`config.mk`:
```
export PLATFORM = sky130hd
export DESIGN_NAME = wlt_top
export DESIGN_NICKNAME = d
export VERILOG_FILES = /design/src/design/wlt_pkg.sv /design/src/design/wlt_nv_mem.sv /design/src/design/wlt_tap_decode.sv /design/src/design/wlt_top.sv
export VERILOG_INCLUDE_DIRS = /design/src /design/src/design
export SDC_FILE = /design/constraint.sdc
export NUM_CORES = 2
export LEC_CHECK = 0
export BUFFER_PORTS_ARGS = -buffer_cell sky130_fd_sc_hd__buf_2
export CAP_MARGIN = 10
export CORE_AREA = 2 2 404 406
export DETAILED_ROUTE_END_ITERATION = 8
export DIE_AREA = 0 0 406 408
export HOLD_SLACK_MARGIN = 0.1
export PLACE_DENSITY = 0.44
export REMOVE_ABC_BUFFERS = 1
export SYNTH_ARGS = -nofsm -noshare
export SYNTH_HDL_FRONTEND = slang
export SYNTH_SLANG_ARGS = --single-unit
```
`constraint.sdc`:
```
create_clock -name clk -period 10.8 [get_ports clk]
set_input_delay 0 -clock clk [delete_from_list [all_inputs] [get_ports clk]]
set_output_delay 0 -clock clk [all_outputs]
set_load 0.05 [all_outputs]
```
`src/design/wlt_regs.svh`:
```
// Constants for the wiper log-taper and nonvolatile map block
`ifndef WLT_REGS_SVH
`define WLT_REGS_SVH

// Nonvolatile address map
`define WLT_ADDR_WIPER       4'h0
`define WLT_ADDR_AUX         4'h1
`define WLT_ADDR_SPARE_FIRST 4'h2
`define WLT_ADDR_SPARE_LAST  4'hF
`define WLT_SPARE_COUNT      14
`define WLT_NV_ADDR_W        4
`define WLT_NV_WORD_W        16

// Opcodes
`define WLT_OP_NOP        4'h0
`define WLT_OP_RESTORE    4'h1
`define WLT_OP_STORE_WIPE 4'h2
`define WLT_OP_STORE_DATA 4'h3
`define WLT_OP_DOWN_6DB   4'h4
`define WLT_OP_DOWN_6DB_X 4'h5
`define WLT_OP_DEC        4'h6
`define WLT_OP_DEC_X      4'h7
`define WLT_OP_RESET      4'h8
`define WLT_OP_READ_MEM   4'h9
`define WLT_OP_READ_WIPE  4'hA
`define WLT_OP_WRITE_WIPE 4'hB
`define WLT_OP_UP_6DB     4'hC
`define WLT_OP_UP_6DB_X   4'hD
`define WLT_OP_INC        4'hE
`define WLT_OP_INC_X      4'hF

// Frame layout
`define WLT_FRAME_W    24
`define WLT_FRAME_BITS 5'h18
`define WLT_CMD_MSB    23
`define WLT_CMD_LSB    20
`define WLT_ADDR_MSB   19
`define WLT_ADDR_LSB   16
`define WLT_DATA_MSB   15

// Wiper codes and fields
`define WLT_WIPER_W    10
`define WLT_WIPER_MSB  9
`define WLT_TAPS       1024
`define WLT_WIPER_ZERO 10'h000
`define WLT_WIPER_ONE  10'h001
`define WLT_WIPER_MID  10'h200
`define WLT_WIPER_FULL 10'h3FF
`define WLT_WIPER_PAD  6'h00
`define WLT_AUX_A_BIT  0
`define WLT_AUX_B_BIT  1

`endif

```
`src/design/wlt_pkg.sv`:
```
// Types for the wiper log-taper and nonvolatile map block
package wlt_pkg;

  typedef logic [9:0]  wlt_code_t;
  typedef logic [15:0] wlt_word_t;
  typedef logic [3:0]  wlt_addr_t;

  typedef enum logic [5:0]
  {
    S_BOOT  = 6'h01,
    S_IDLE  = 6'h02,
    S_LOAD1 = 6'h04,
    S_LOAD2 = 6'h08,
    S_WIPE1 = 6'h10,
    S_RDMEM = 6'h20
  } wlt_state_t;

endpackage : wlt_pkg

```
`src/design/wlt_nv_mem.sv`:
```
// Nonvolatile word store with registered read data
`timescale 1ns/1ps
module wlt_nv_mem #(
  parameter int WORD_W = 16,
  parameter int ADDR_W = 4
) (
  // Clock and reset
  input  wire logic              clk,
  input  wire logic              rst_b,
  // Access port
  input  wire logic              wr_en,
  input  wire logic              rd_en,
  input  wire logic [ADDR_W-1:0] addr,
  input  wire logic [WORD_W-1:0] wr_data,
  output logic      [WORD_W-1:0] rd_data
);

  if (WORD_W < 1 || ADDR_W < 1)
  begin : g_bad_param
    $error("wlt_nv_mem: widths must be positive");
  end

  logic [WORD_W-1:0] mem [0:(1<<ADDR_W)-1];
  logic [WORD_W-1:0] next_rd_data;

  always_comb
  begin
    next_rd_data = rd_data;
    if (rd_en)
    begin
      next_rd_data = mem[addr];
    end
  end

  // Contents survive reset
  always_ff @(posedge clk)
  begin
    if (wr_en)
    begin
      mem[addr] <= wr_data;
    end
  end

  always_ff @(posedge clk or negedge rst_b)
  begin
    if (!rst_b)
    begin
      rd_data <= '0;
    end
    else
    begin
      rd_data <= next_rd_data;
    end
  end

endmodule : wlt_nv_mem

```
`src/design/wlt_tap_decode.sv`:
```
// One-hot tap select decoder for the wiper code
`timescale 1ns/1ps
module wlt_tap_decode #(
  parameter int CODE_W = 10,
  parameter int TAPS   = 1024
) (
  // Clock and reset
  input  wire logic              clk,
  input  wire logic              rst_b,
  // Code in, taps out
  input  wire logic [CODE_W-1:0] code,
  output logic      [TAPS-1:0]   tap_select
);

  if (TAPS != (1 << CODE_W))
  begin : g_bad_param
    $error("wlt_tap_decode: TAPS must equal 2**CODE_W");
  end

  for (genvar i = 0; i < TAPS; i++)
  begin : g_tap
    localparam logic RST_V = (i == 0);
    logic next_sel;

    always_comb
    begin
      next_sel = (code == CODE_W'(i));
    end

    always_ff @(posedge clk or negedge rst_b)
    begin
      if (!rst_b)
      begin
        tap_select[i] <= RST_V;
      end
      else
      begin
        tap_select[i] <= next_sel;
      end
    end
  end

endmodule : wlt_tap_decode

```
`src/design/wlt_top.sv`:
```
// Wiper code register, log-taper steps, nonvolatile map and serial frame
`timescale 1ns/1ps
`include "wlt_regs.svh"
module wlt_top (
  // Clock and reset
  input  wire logic                clk,
  input  wire logic                rst_b,
  // Serial frame
  input  wire logic                cs_b,
  input  wire logic                sclk,
  input  wire logic                sdi,
  output logic                     sdo,
  output logic                     sdo_oe,
  // Preset restore strobe
  input  wire logic                preset_restore_pin_b,
  // Wiper and ladder
  output wlt_pkg::wlt_code_t       wiper_code_register,
  output logic [`WLT_TAPS-1:0]     tap_select,
  // Aux outputs and status
  output logic                     aux_output_bit_a,
  output logic                     aux_output_bit_b,
  output logic                     read_power_active,
  output logic                     busy
);
  import wlt_pkg::*;

  ////////////////////////////////////////////////////////////////////////////
  // Declarations

  logic                    sclk_q;
  logic                    cs_q;
  logic                    pr_q;
  logic [`WLT_FRAME_W-1:0] frame_sr;
  logic [4:0]              bit_cnt;
  logic                    next_sclk_q;
  logic                    next_cs_q;
  logic                    next_pr_q;
  logic [`WLT_FRAME_W-1:0] next_frame_sr;
  logic [4:0]              next_bit_cnt;

  wlt_state_t              state;
  wlt_state_t              next_state;
  wlt_code_t               next_wiper;
  logic [1:0]              aux;
  logic [1:0]              next_aux;
  logic                    next_rd_power;

  logic                    sclk_rise;
  logic                    cs_fall;
  logic                    cs_rise;
  logic                    pr_fall;
  logic                    frame_full;
  logic                    exec_go;
  logic [3:0]              frame_cmd;
  wlt_addr_t               frame_addr;
  wlt_word_t               frame_data;

  logic                    mem_we;
  logic                    mem_rd;
  wlt_addr_t               mem_addr;
  wlt_word_t               mem_wdata;
  wlt_word_t               mem_rdata;
  logic                    load_out;
  wlt_word_t               out_word;

  ////////////////////////////////////////////////////////////////////////////
  // Step functions

  function automatic wlt_code_t step_up(input wlt_code_t cur);
    wlt_code_t res;
    if (cur == `WLT_WIPER_ZERO)
    begin
      res = `WLT_WIPER_ONE;
    end
    else if (cur >= `WLT_WIPER_MID)
    begin
      res = `WLT_WIPER_FULL;
    end
    else
    begin
      res = {cur[`WLT_WIPER_MSB-1:0], 1'b0};
    end
    return res;
  endfunction : step_up

  function automatic wlt_code_t step_down(input wlt_code_t cur);
    // Zero stays zero, odd codes lose their low bit
    return {1'b0, cur[`WLT_WIPER_MSB:1]};
  endfunction : step_down

  function automatic wlt_code_t lin_up(input wlt_code_t cur);
    return (cur == `WLT_WIPER_FULL) ? cur : cur + `WLT_WIPER_ONE;
  endfunction : lin_up

  function automatic wlt_code_t lin_down(input wlt_code_t cur);
    return (cur == `WLT_WIPER_ZERO) ? cur : cur - `WLT_WIPER_ONE;
  endfunction : lin_down

  ////////////////////////////////////////////////////////////////////////////
  // Frame capture

  assign sclk_rise  = sclk & ~sclk_q;
  assign cs_fall    = cs_q & ~cs_b;
  assign cs_rise    = cs_b & ~cs_q;
  assign pr_fall    = pr_q & ~preset_restore_pin_b;
  assign frame_full = (bit_cnt == `WLT_FRAME_BITS);
  assign exec_go    = cs_rise & frame_full & (state == S_IDLE);
  assign frame_cmd  = frame_sr[`WLT_CMD_MSB:`WLT_CMD_LSB];
  assign frame_addr = frame_sr[`WLT_ADDR_MSB:`WLT_ADDR_LSB];
  assign frame_data = frame_sr[`WLT_DATA_MSB:0];

  always_comb
  begin
    next_sclk_q   = sclk;
    next_cs_q     = cs_b;
    next_pr_q     = preset_restore_pin_b;
    next_frame_sr = frame_sr;
    next_bit_cnt  = bit_cnt;
    if (cs_fall)
    begin
      next_bit_cnt = 5'h00;
    end
    if (!cs_b && sclk_rise)
    begin
      next_frame_sr = {frame_sr[`WLT_FRAME_W-2:0], sdi};
      if (!frame_full)
      begin
        next_bit_cnt = bit_cnt + 5'h01;
      end
    end
    // Read answer replaces the data bytes for the next frame
    if (load_out)
    begin
      next_frame_sr[`WLT_DATA_MSB:0] = out_word;
    end
  end

  always_ff @(posedge clk or negedge rst_b)
  begin
    if (!rst_b)
    begin
      sclk_q   <= 1'b0;
      cs_q     <= 1'b1;
      pr_q     <= 1'b1;
      frame_sr <= '0;
      bit_cnt  <= 5'h00;
    end
    else
    begin
      sclk_q   <= next_sclk_q;
      cs_q     <= next_cs_q;
      pr_q     <= next_pr_q;
      frame_sr <= next_frame_sr;
      bit_cnt  <= next_bit_cnt;
    end
  end

  ////////////////////////////////////////////////////////////////////////////
  // Command execution and reload sequencing

  always_comb
  begin
    next_state    = state;
    next_wiper    = wiper_code_register;
    next_aux      = aux;
    next_rd_power = read_power_active;
    mem_we        = 1'b0;
    mem_rd        = 1'b0;
    mem_addr      = `WLT_ADDR_WIPER;
    mem_wdata     = frame_data;
    load_out      = 1'b0;
    out_word      = frame_data;
    unique case (state)
      S_BOOT:
      begin
        mem_rd     = 1'b1;
        next_state = S_LOAD1;
      end
      S_LOAD1:
      begin
        next_wiper = mem_rdata[`WLT_WIPER_MSB:0];
        mem_rd     = 1'b1;
        mem_addr   = `WLT_ADDR_AUX;
        next_state = S_LOAD2;
      end
      S_LOAD2:
      begin
        next_aux   = {mem_rdata[`WLT_AUX_B_BIT], mem_rdata[`WLT_AUX_A_BIT]};
        next_state = S_IDLE;
      end
      S_WIPE1:
      begin
        next_wiper = mem_rdata[`WLT_WIPER_MSB:0];
        next_state = S_IDLE;
      end
      S_RDMEM:
      begin
        load_out   = 1'b1;
        out_word   = mem_rdata;
        next_state = S_IDLE;
      end
      S_IDLE:
      begin
        if (exec_go)
        begin
          case (frame_cmd)
            `WLT_OP_NOP:
            begin
              next_rd_power = 1'b0;
            end
            `WLT_OP_RESTORE, `WLT_OP_RESET:
            begin
              mem_rd     = 1'b1;
              next_state = S_LOAD1;
              if (frame_cmd == `WLT_OP_RESTORE)
              begin
                next_rd_power = 1'b1;
              end
            end
            `WLT_OP_STORE_WIPE:
            begin
              mem_we    = 1'b1;
              mem_wdata = {`WLT_WIPER_PAD, wiper_code_register};
            end
            `WLT_OP_STORE_DATA:
            begin
              mem_we   = 1'b1;
              mem_addr = frame_addr;
            end
            `WLT_OP_DOWN_6DB, `WLT_OP_DOWN_6DB_X:
            begin
              next_wiper = step_down(wiper_code_register);
            end
            `WLT_OP_DEC, `WLT_OP_DEC_X:
            begin
              next_wiper = lin_down(wiper_code_register);
            end
            `WLT_OP_READ_MEM:
            begin
              mem_rd        = 1'b1;
              mem_addr      = frame_addr;
              next_rd_power = 1'b1;
              next_state    = S_RDMEM;
            end
            `WLT_OP_READ_WIPE:
            begin
              load_out = 1'b1;
              out_word = {`WLT_WIPER_PAD, wiper_code_register};
            end
            `WLT_OP_WRITE_WIPE:
            begin
              next_wiper = frame_data[`WLT_WIPER_MSB:0];
            end
            `WLT_OP_UP_6DB, `WLT_OP_UP_6DB_X:
            begin
              next_wiper = step_up(wiper_code_register);
            end
            `WLT_OP_INC, `WLT_OP_INC_X:
            begin
              next_wiper = lin_up(wiper_code_register);
            end
          endcase
        end
        else if (pr_fall)
        begin
          mem_rd     = 1'b1;
          next_state = S_WIPE1;
        end
      end
    endcase
  end

  always_ff @(posedge clk or negedge rst_b)
  begin
    if (!rst_b)
    begin
      state               <= S_BOOT;
      wiper_code_register <= `WLT_WIPER_ZERO;
      aux                 <= 2'h0;
      read_power_active   <= 1'b0;
    end
    else
    begin
      state               <= next_state;
      wiper_code_register <= next_wiper;
      aux                 <= next_aux;
      read_power_active   <= next_rd_power;
    end
  end

  ////////////////////////////////////////////////////////////////////////////
  // Outputs

  assign sdo              = frame_sr[`WLT_CMD_MSB];
  assign sdo_oe           = ~cs_b;
  assign aux_output_bit_a = aux[0];
  assign aux_output_bit_b = aux[1];
  assign busy             = (state != S_IDLE);

  ////////////////////////////////////////////////////////////////////////////
  // Store and tap decoder

  wlt_nv_mem #(
    .WORD_W (`WLT_NV_WORD_W),
    .ADDR_W (`WLT_NV_ADDR_W)
  ) u_nv_mem (
    .clk     (clk),
    .rst_b   (rst_b),
    .wr_en   (mem_we),
    .rd_en   (mem_rd),
    .addr    (mem_addr),
    .wr_data (mem_wdata),
    .rd_data (mem_rdata)
  );

  wlt_tap_decode #(
    .CODE_W (`WLT_WIPER_W),
    .TAPS   (`WLT_TAPS)
  ) u_tap_decode (
    .clk        (clk),
    .rst_b      (rst_b),
    .code       (wiper_code_register),
    .tap_select (tap_select)
  );

endmodule : wlt_top

```
==> flow_metrics.py <==
metrics = {
    "cts": {
        "clock_sinks": 1347,
        "numCtsBuffers": 149,
        "cts.path.max_buffers": 3,
        "cts_tree": "built",
        "h-tree-depth": 4,
        "cts_resized": 0,
        "clkLatencyLatePin_ns": 0.80,
        "root_buffer": "clkbuf_16",
        "path_clk_slew_ns": 0.06,
    },
    "critical_path": {
        "rrSetupSlack_ns": 6.89,
        "max_stage_delay_ns": 0.66,
        "r2r_end": "u_nv_mem.mem[12][8]$_DFFE_PP_",
        "crit_buf_inv": 2,
        "critical_path_depth": 9,
        "crit_path_start_kind": "flop",
        "critPathCapture": "u_nv_mem.mem[12][8]$_DFFE_PP_",
        "worstPathRequired_ns": 11.29,
        "cpMaxStageDelayCell": "nand3_1",
        "crit_path_end_kind": "flop",
        "path_cells": "inv_1 > ha_1 > and4b_4 > nand4_2 > nor3_2 > nand3_1 > or2_2 > nor2_1 > buf_4",
        "crit_start": "bit_cnt[0]$_DFF_PN0_",
        "cp_max_fo": 16,
        "crit_family": "simple AND/OR/NAND/NOR gates",
        "r2r-start": "bit_cnt[0]$_DFF_PN0_",
        "reg2reg_depth": 9,
        "critical_path_class": "flop to flop",
        "arrival_ns": 4.40,
    },
    "logic_synthesis": {
        "synth-compound-area-share_pct": 3.62,
        "synth-simple-area-share_pct": 13.9,
        "synth_edf_count": 256,
        "synthXorXnorAreaFrac_pct": 0.347,
        "synthMuxAreaShare_pct": 2.05,
        "synth_top_family_by_area": "simple AND/OR/NAND/NOR gates",
        "seq_area_frac_synth_pct": 77.7,
        "synth_cells": 3492,
        "synthAdderAreaFrac_pct": 0.167,
        "synth_seq_cells": 1347,
        "synthArstFlopShare_pct": 81.0,
        "synth_area_um2": 45100,
        "ys_warn_count": 0,
        "synth_ff_type": "dfrtp_1",
        "ys_types": 73,
        "synth_area_per_cell_um2": 12.9,
    },
    "final_layout": {
        "nFillCells": 16100,
        "fin_area_um2": 57900,
        "multiInputGateArea_um2": 9240,
        "drive_gt1_share_pct": 31.5,
        "area_growth_pct": 28.6,
        "seq_area_um2": 35000,
        "final_cells": 6823,
        "fin_nets": 4537,
    },
    "routing": {
        "firstDrtPassIters": 6,
        "vias": 32100,
        "wl_per_cell_um": 31.8,
        "ant_nets": 0,
        "drc": 0,
        "routed_wl_mm": 217,
        "drt_first_iter_violations": 3332,
        "viasPerCell": 4.71,
    },
    "floorplanning": {
        "die_h_um": 408,
        "dieArea_um2": 166000,
        "rows": 148,
        "coreArea_um2": 162000,
        "num_io_pins": 1046,
        "start_util_pct": 27.9,
        "die_w_um": 406,
    },
    "placed_design": {
        "place_inst": 6538,
        "dp_hpwl_mm": 160,
        "placed_area_um2": 52800,
        "port-buffer-count": 1045,
        "place.gp.congestion": 0.895,
    },
    "pwr": {
        "ir_drop_mv": 0.176,
        "power_density_nw_per_um2": 224,
        "leakagePower_nw": 29.0,
    },
    "sta": {
        "period_minus_slack_ns": 3.91,
        "finalClockSkew_ns": 0.0488,
        "setup_viol": 0,
        "rsz0062_at_grt": "false",
        "holdWs_ns": 0.202,
        "timing.final.crit_share_pct": 36.2,
        "clock.fmax_mhz": 256,
        "drv_slew": 0,
        "final-hold-violation-count": 0,
        "tns_ns": 0,
        "slew_headroom_pct": 24.8,
        "tightest_slew_ns": 1.13,
    },
    "hold_path": {
        "hold_path.class": "primary input to flop",
        "min_from": "sdi",
    },
    "grt": {
        "grt_overflow_total": 0,
        "grt_pass1_vias": 31200,
        "antenna_found_initial": 9,
        "grt_max_degree": 175,
        "grt_usage_pct": 25.6,
        "grt_first_pass_wirelength_mm": 287,
    },
    "run": {
        "maxCapViolCount": 0,
    },
    "run_status": {
        "outcome": "complete, no violations",
    },
}
## cells in the mapped netlist (all sizes together) (2+ instances only)
cell	instances	area (um2)
nor2	1120	4200
dfrtp	1087	27200
nand2	349	1310
edfxtp	256	7690
clkbuf	202	761
mux2	58	653
a222oi	45	450
a31oi	36	231
buf	33	205
o22a	30	263
mux2i	27	270
o21ai	22	110
and2	19	121
nand3	18	90.1
and3	17	106
a221oi	15	131
nor3	14	86.3
a21oi	13	68.8
nor2b	13	81.3
xor2	9	86.3
inv	8	30.0
nand2b	8	50.1
xnor2	8	70.1
o221ai	7	61.3
o2bb2ai	7	61.3
or2	7	43.8
ha	6	75.1
nand4	5	37.5
nor4	5	37.5
o211ai	5	37.5
dfstp	4	105
nor3b	4	40.0
or3	4	25.0
a21boi	3	22.5
o22ai	3	18.8
a21o	2	15.0
a221o	2	20.0
a31o	2	17.5
## report_power, final
part / leakage (nW) / switching, mW / internal, mW
combinational: 9.09 / 1.82 / 0.385
clock: 2.47 / 2.20 / 3.04
sequential: 17.4 / 0.176 / 5.36
total: 29.0 / 4.19 / 8.79
## how the worst min path moves through the flow
stage | to | slack (ns) | depth (start not counted)
2_1_floorplan | aux[0]$_DFFE_PN0P_ | -0.30 | 0
3_3_place_gp | pr_q$_DFF_PN1_ | 0.12 | 1
3_5_place_dp | pr_q$_DFF_PN1_ | 0.12 | 1
4_1_cts | frame_sr[0]$_DFFE_PN0P_ | 0.11 | 5
5_1_grt | frame_sr[0]$_DFFE_PN0P_ | 0.16 | 5
6_report | frame_sr[0]$_DFFE_PN0P_ | 0.20 | 5
## kinds of logic after synthesis
family	count (synthesis)
AOI/OAI and AO/OA	205
xor gates and xnor gates	17
adders and majority gates	6
buffers and inverters	244
DFF	1347
muxes	85
other	1
and+or+nand+nor	1587
## through the flow
step / total power, mW / utilization (%) / setup WS (ns)
after global routing: 13.4 / 35.8 / 6.65
final: 13.0 / 35.8 / 6.89
after floorplan: 6.66 / - / 4.01
after detailed placement: 7.83 / 32.6 / 6.86
after CTS: 13.1 / 35.8 / 6.84
after global placement: 7.83 / 32.6 / 7.00
## flip-flops by register name, indices dropped and copies added, names as in the netlist
name	cells
frame_sr	24
u_nv_mem.mem	256
sclk_q	1
aux	2
state	6
u_nv_mem.rd_data	16
cs_q	1
bit_cnt	5
pr_q	1
wiper_code_register	10
read_power_active	1
u_tap_decode.tap_select	1024
## routing by layer
layer  vias up  global-route usage, %  part of all wire [%]
met1     16900                   36.3                    45
li1      13500                      -                     -
met3       281                   8.97                   9.6
met4         2                   8.18                   3.4
met2      1451                   36.4                    42
met5         -                      0                0.0060
## repair_timing
| action | in CTS | in global routing |
|---|---|---|
| hold endpoints to repair | 231 | 0 |
| hold buffers | 10 | 0 |
| buffers inserted | 0 | 0 |
## layout by cell type (no fill, tap or decap), drive strengths merged, types with 5 or more instances in the layout
| cell type | Yosys | routed |
|---|---|---|
| a21oi | 13 | 13 |
| a221oi | 15 | 15 |
| a222oi | 45 | 45 |
| a31oi | 36 | 36 |
| and2 | 19 | 19 |
| and3 | 17 | 17 |
| buf | 33 | 1108 |
| bufinv | 0 | 12 |
| clkbuf | 202 | 199 |
| clkinv | 1 | 46 |
| clkinvlp | 0 | 5 |
| dfrtp | 1087 | 1087 |
| diode | 0 | 5 |
| dlygate4sd3 | 0 | 9 |
| edfxtp | 256 | 256 |
| ha | 6 | 6 |
| inv | 8 | 16 |
| mux2 | 58 | 58 |
| mux2i | 27 | 27 |
| nand2 | 349 | 349 |
| nand2b | 8 | 8 |
| nand3 | 18 | 18 |
| nand4 | 5 | 5 |
| nor2 | 1120 | 1120 |
| nor2b | 13 | 13 |
| nor3 | 14 | 14 |
| nor4 | 5 | 5 |
| o211ai | 5 | 5 |
| o21ai | 22 | 22 |
| o221ai | 7 | 7 |
| o22a | 30 | 30 |
| o2bb2ai | 7 | 7 |
| or2 | 7 | 7 |
| xnor2 | 8 | 8 |
| xor2 | 9 | 9 |
## worst register-to-register path, cell delays in order, from the launching register on
cell	delay, ns
dfrtp_1	0.42
inv_1	0.10
ha_1	0.15
and4b_4	0.28
nand4_2	0.19
nor3_2	0.42
nand3_1	0.66
or2_2	0.60
nor2_1	0.48
buf_4	0.30
## layout make-up
type	count	area share, %
Timing Repair Buffer	1117	10.2
Clock inverter	70	1.43
Multi-Input combinational cell	1901	15.9
Tap cell	2175	4.70
Clock buffer	199	7.25
Inverter	9	0.0583
Sequential cell	1347	60.4
Antenna cell	5	0.0216
(Power assumes the default switching activity.)
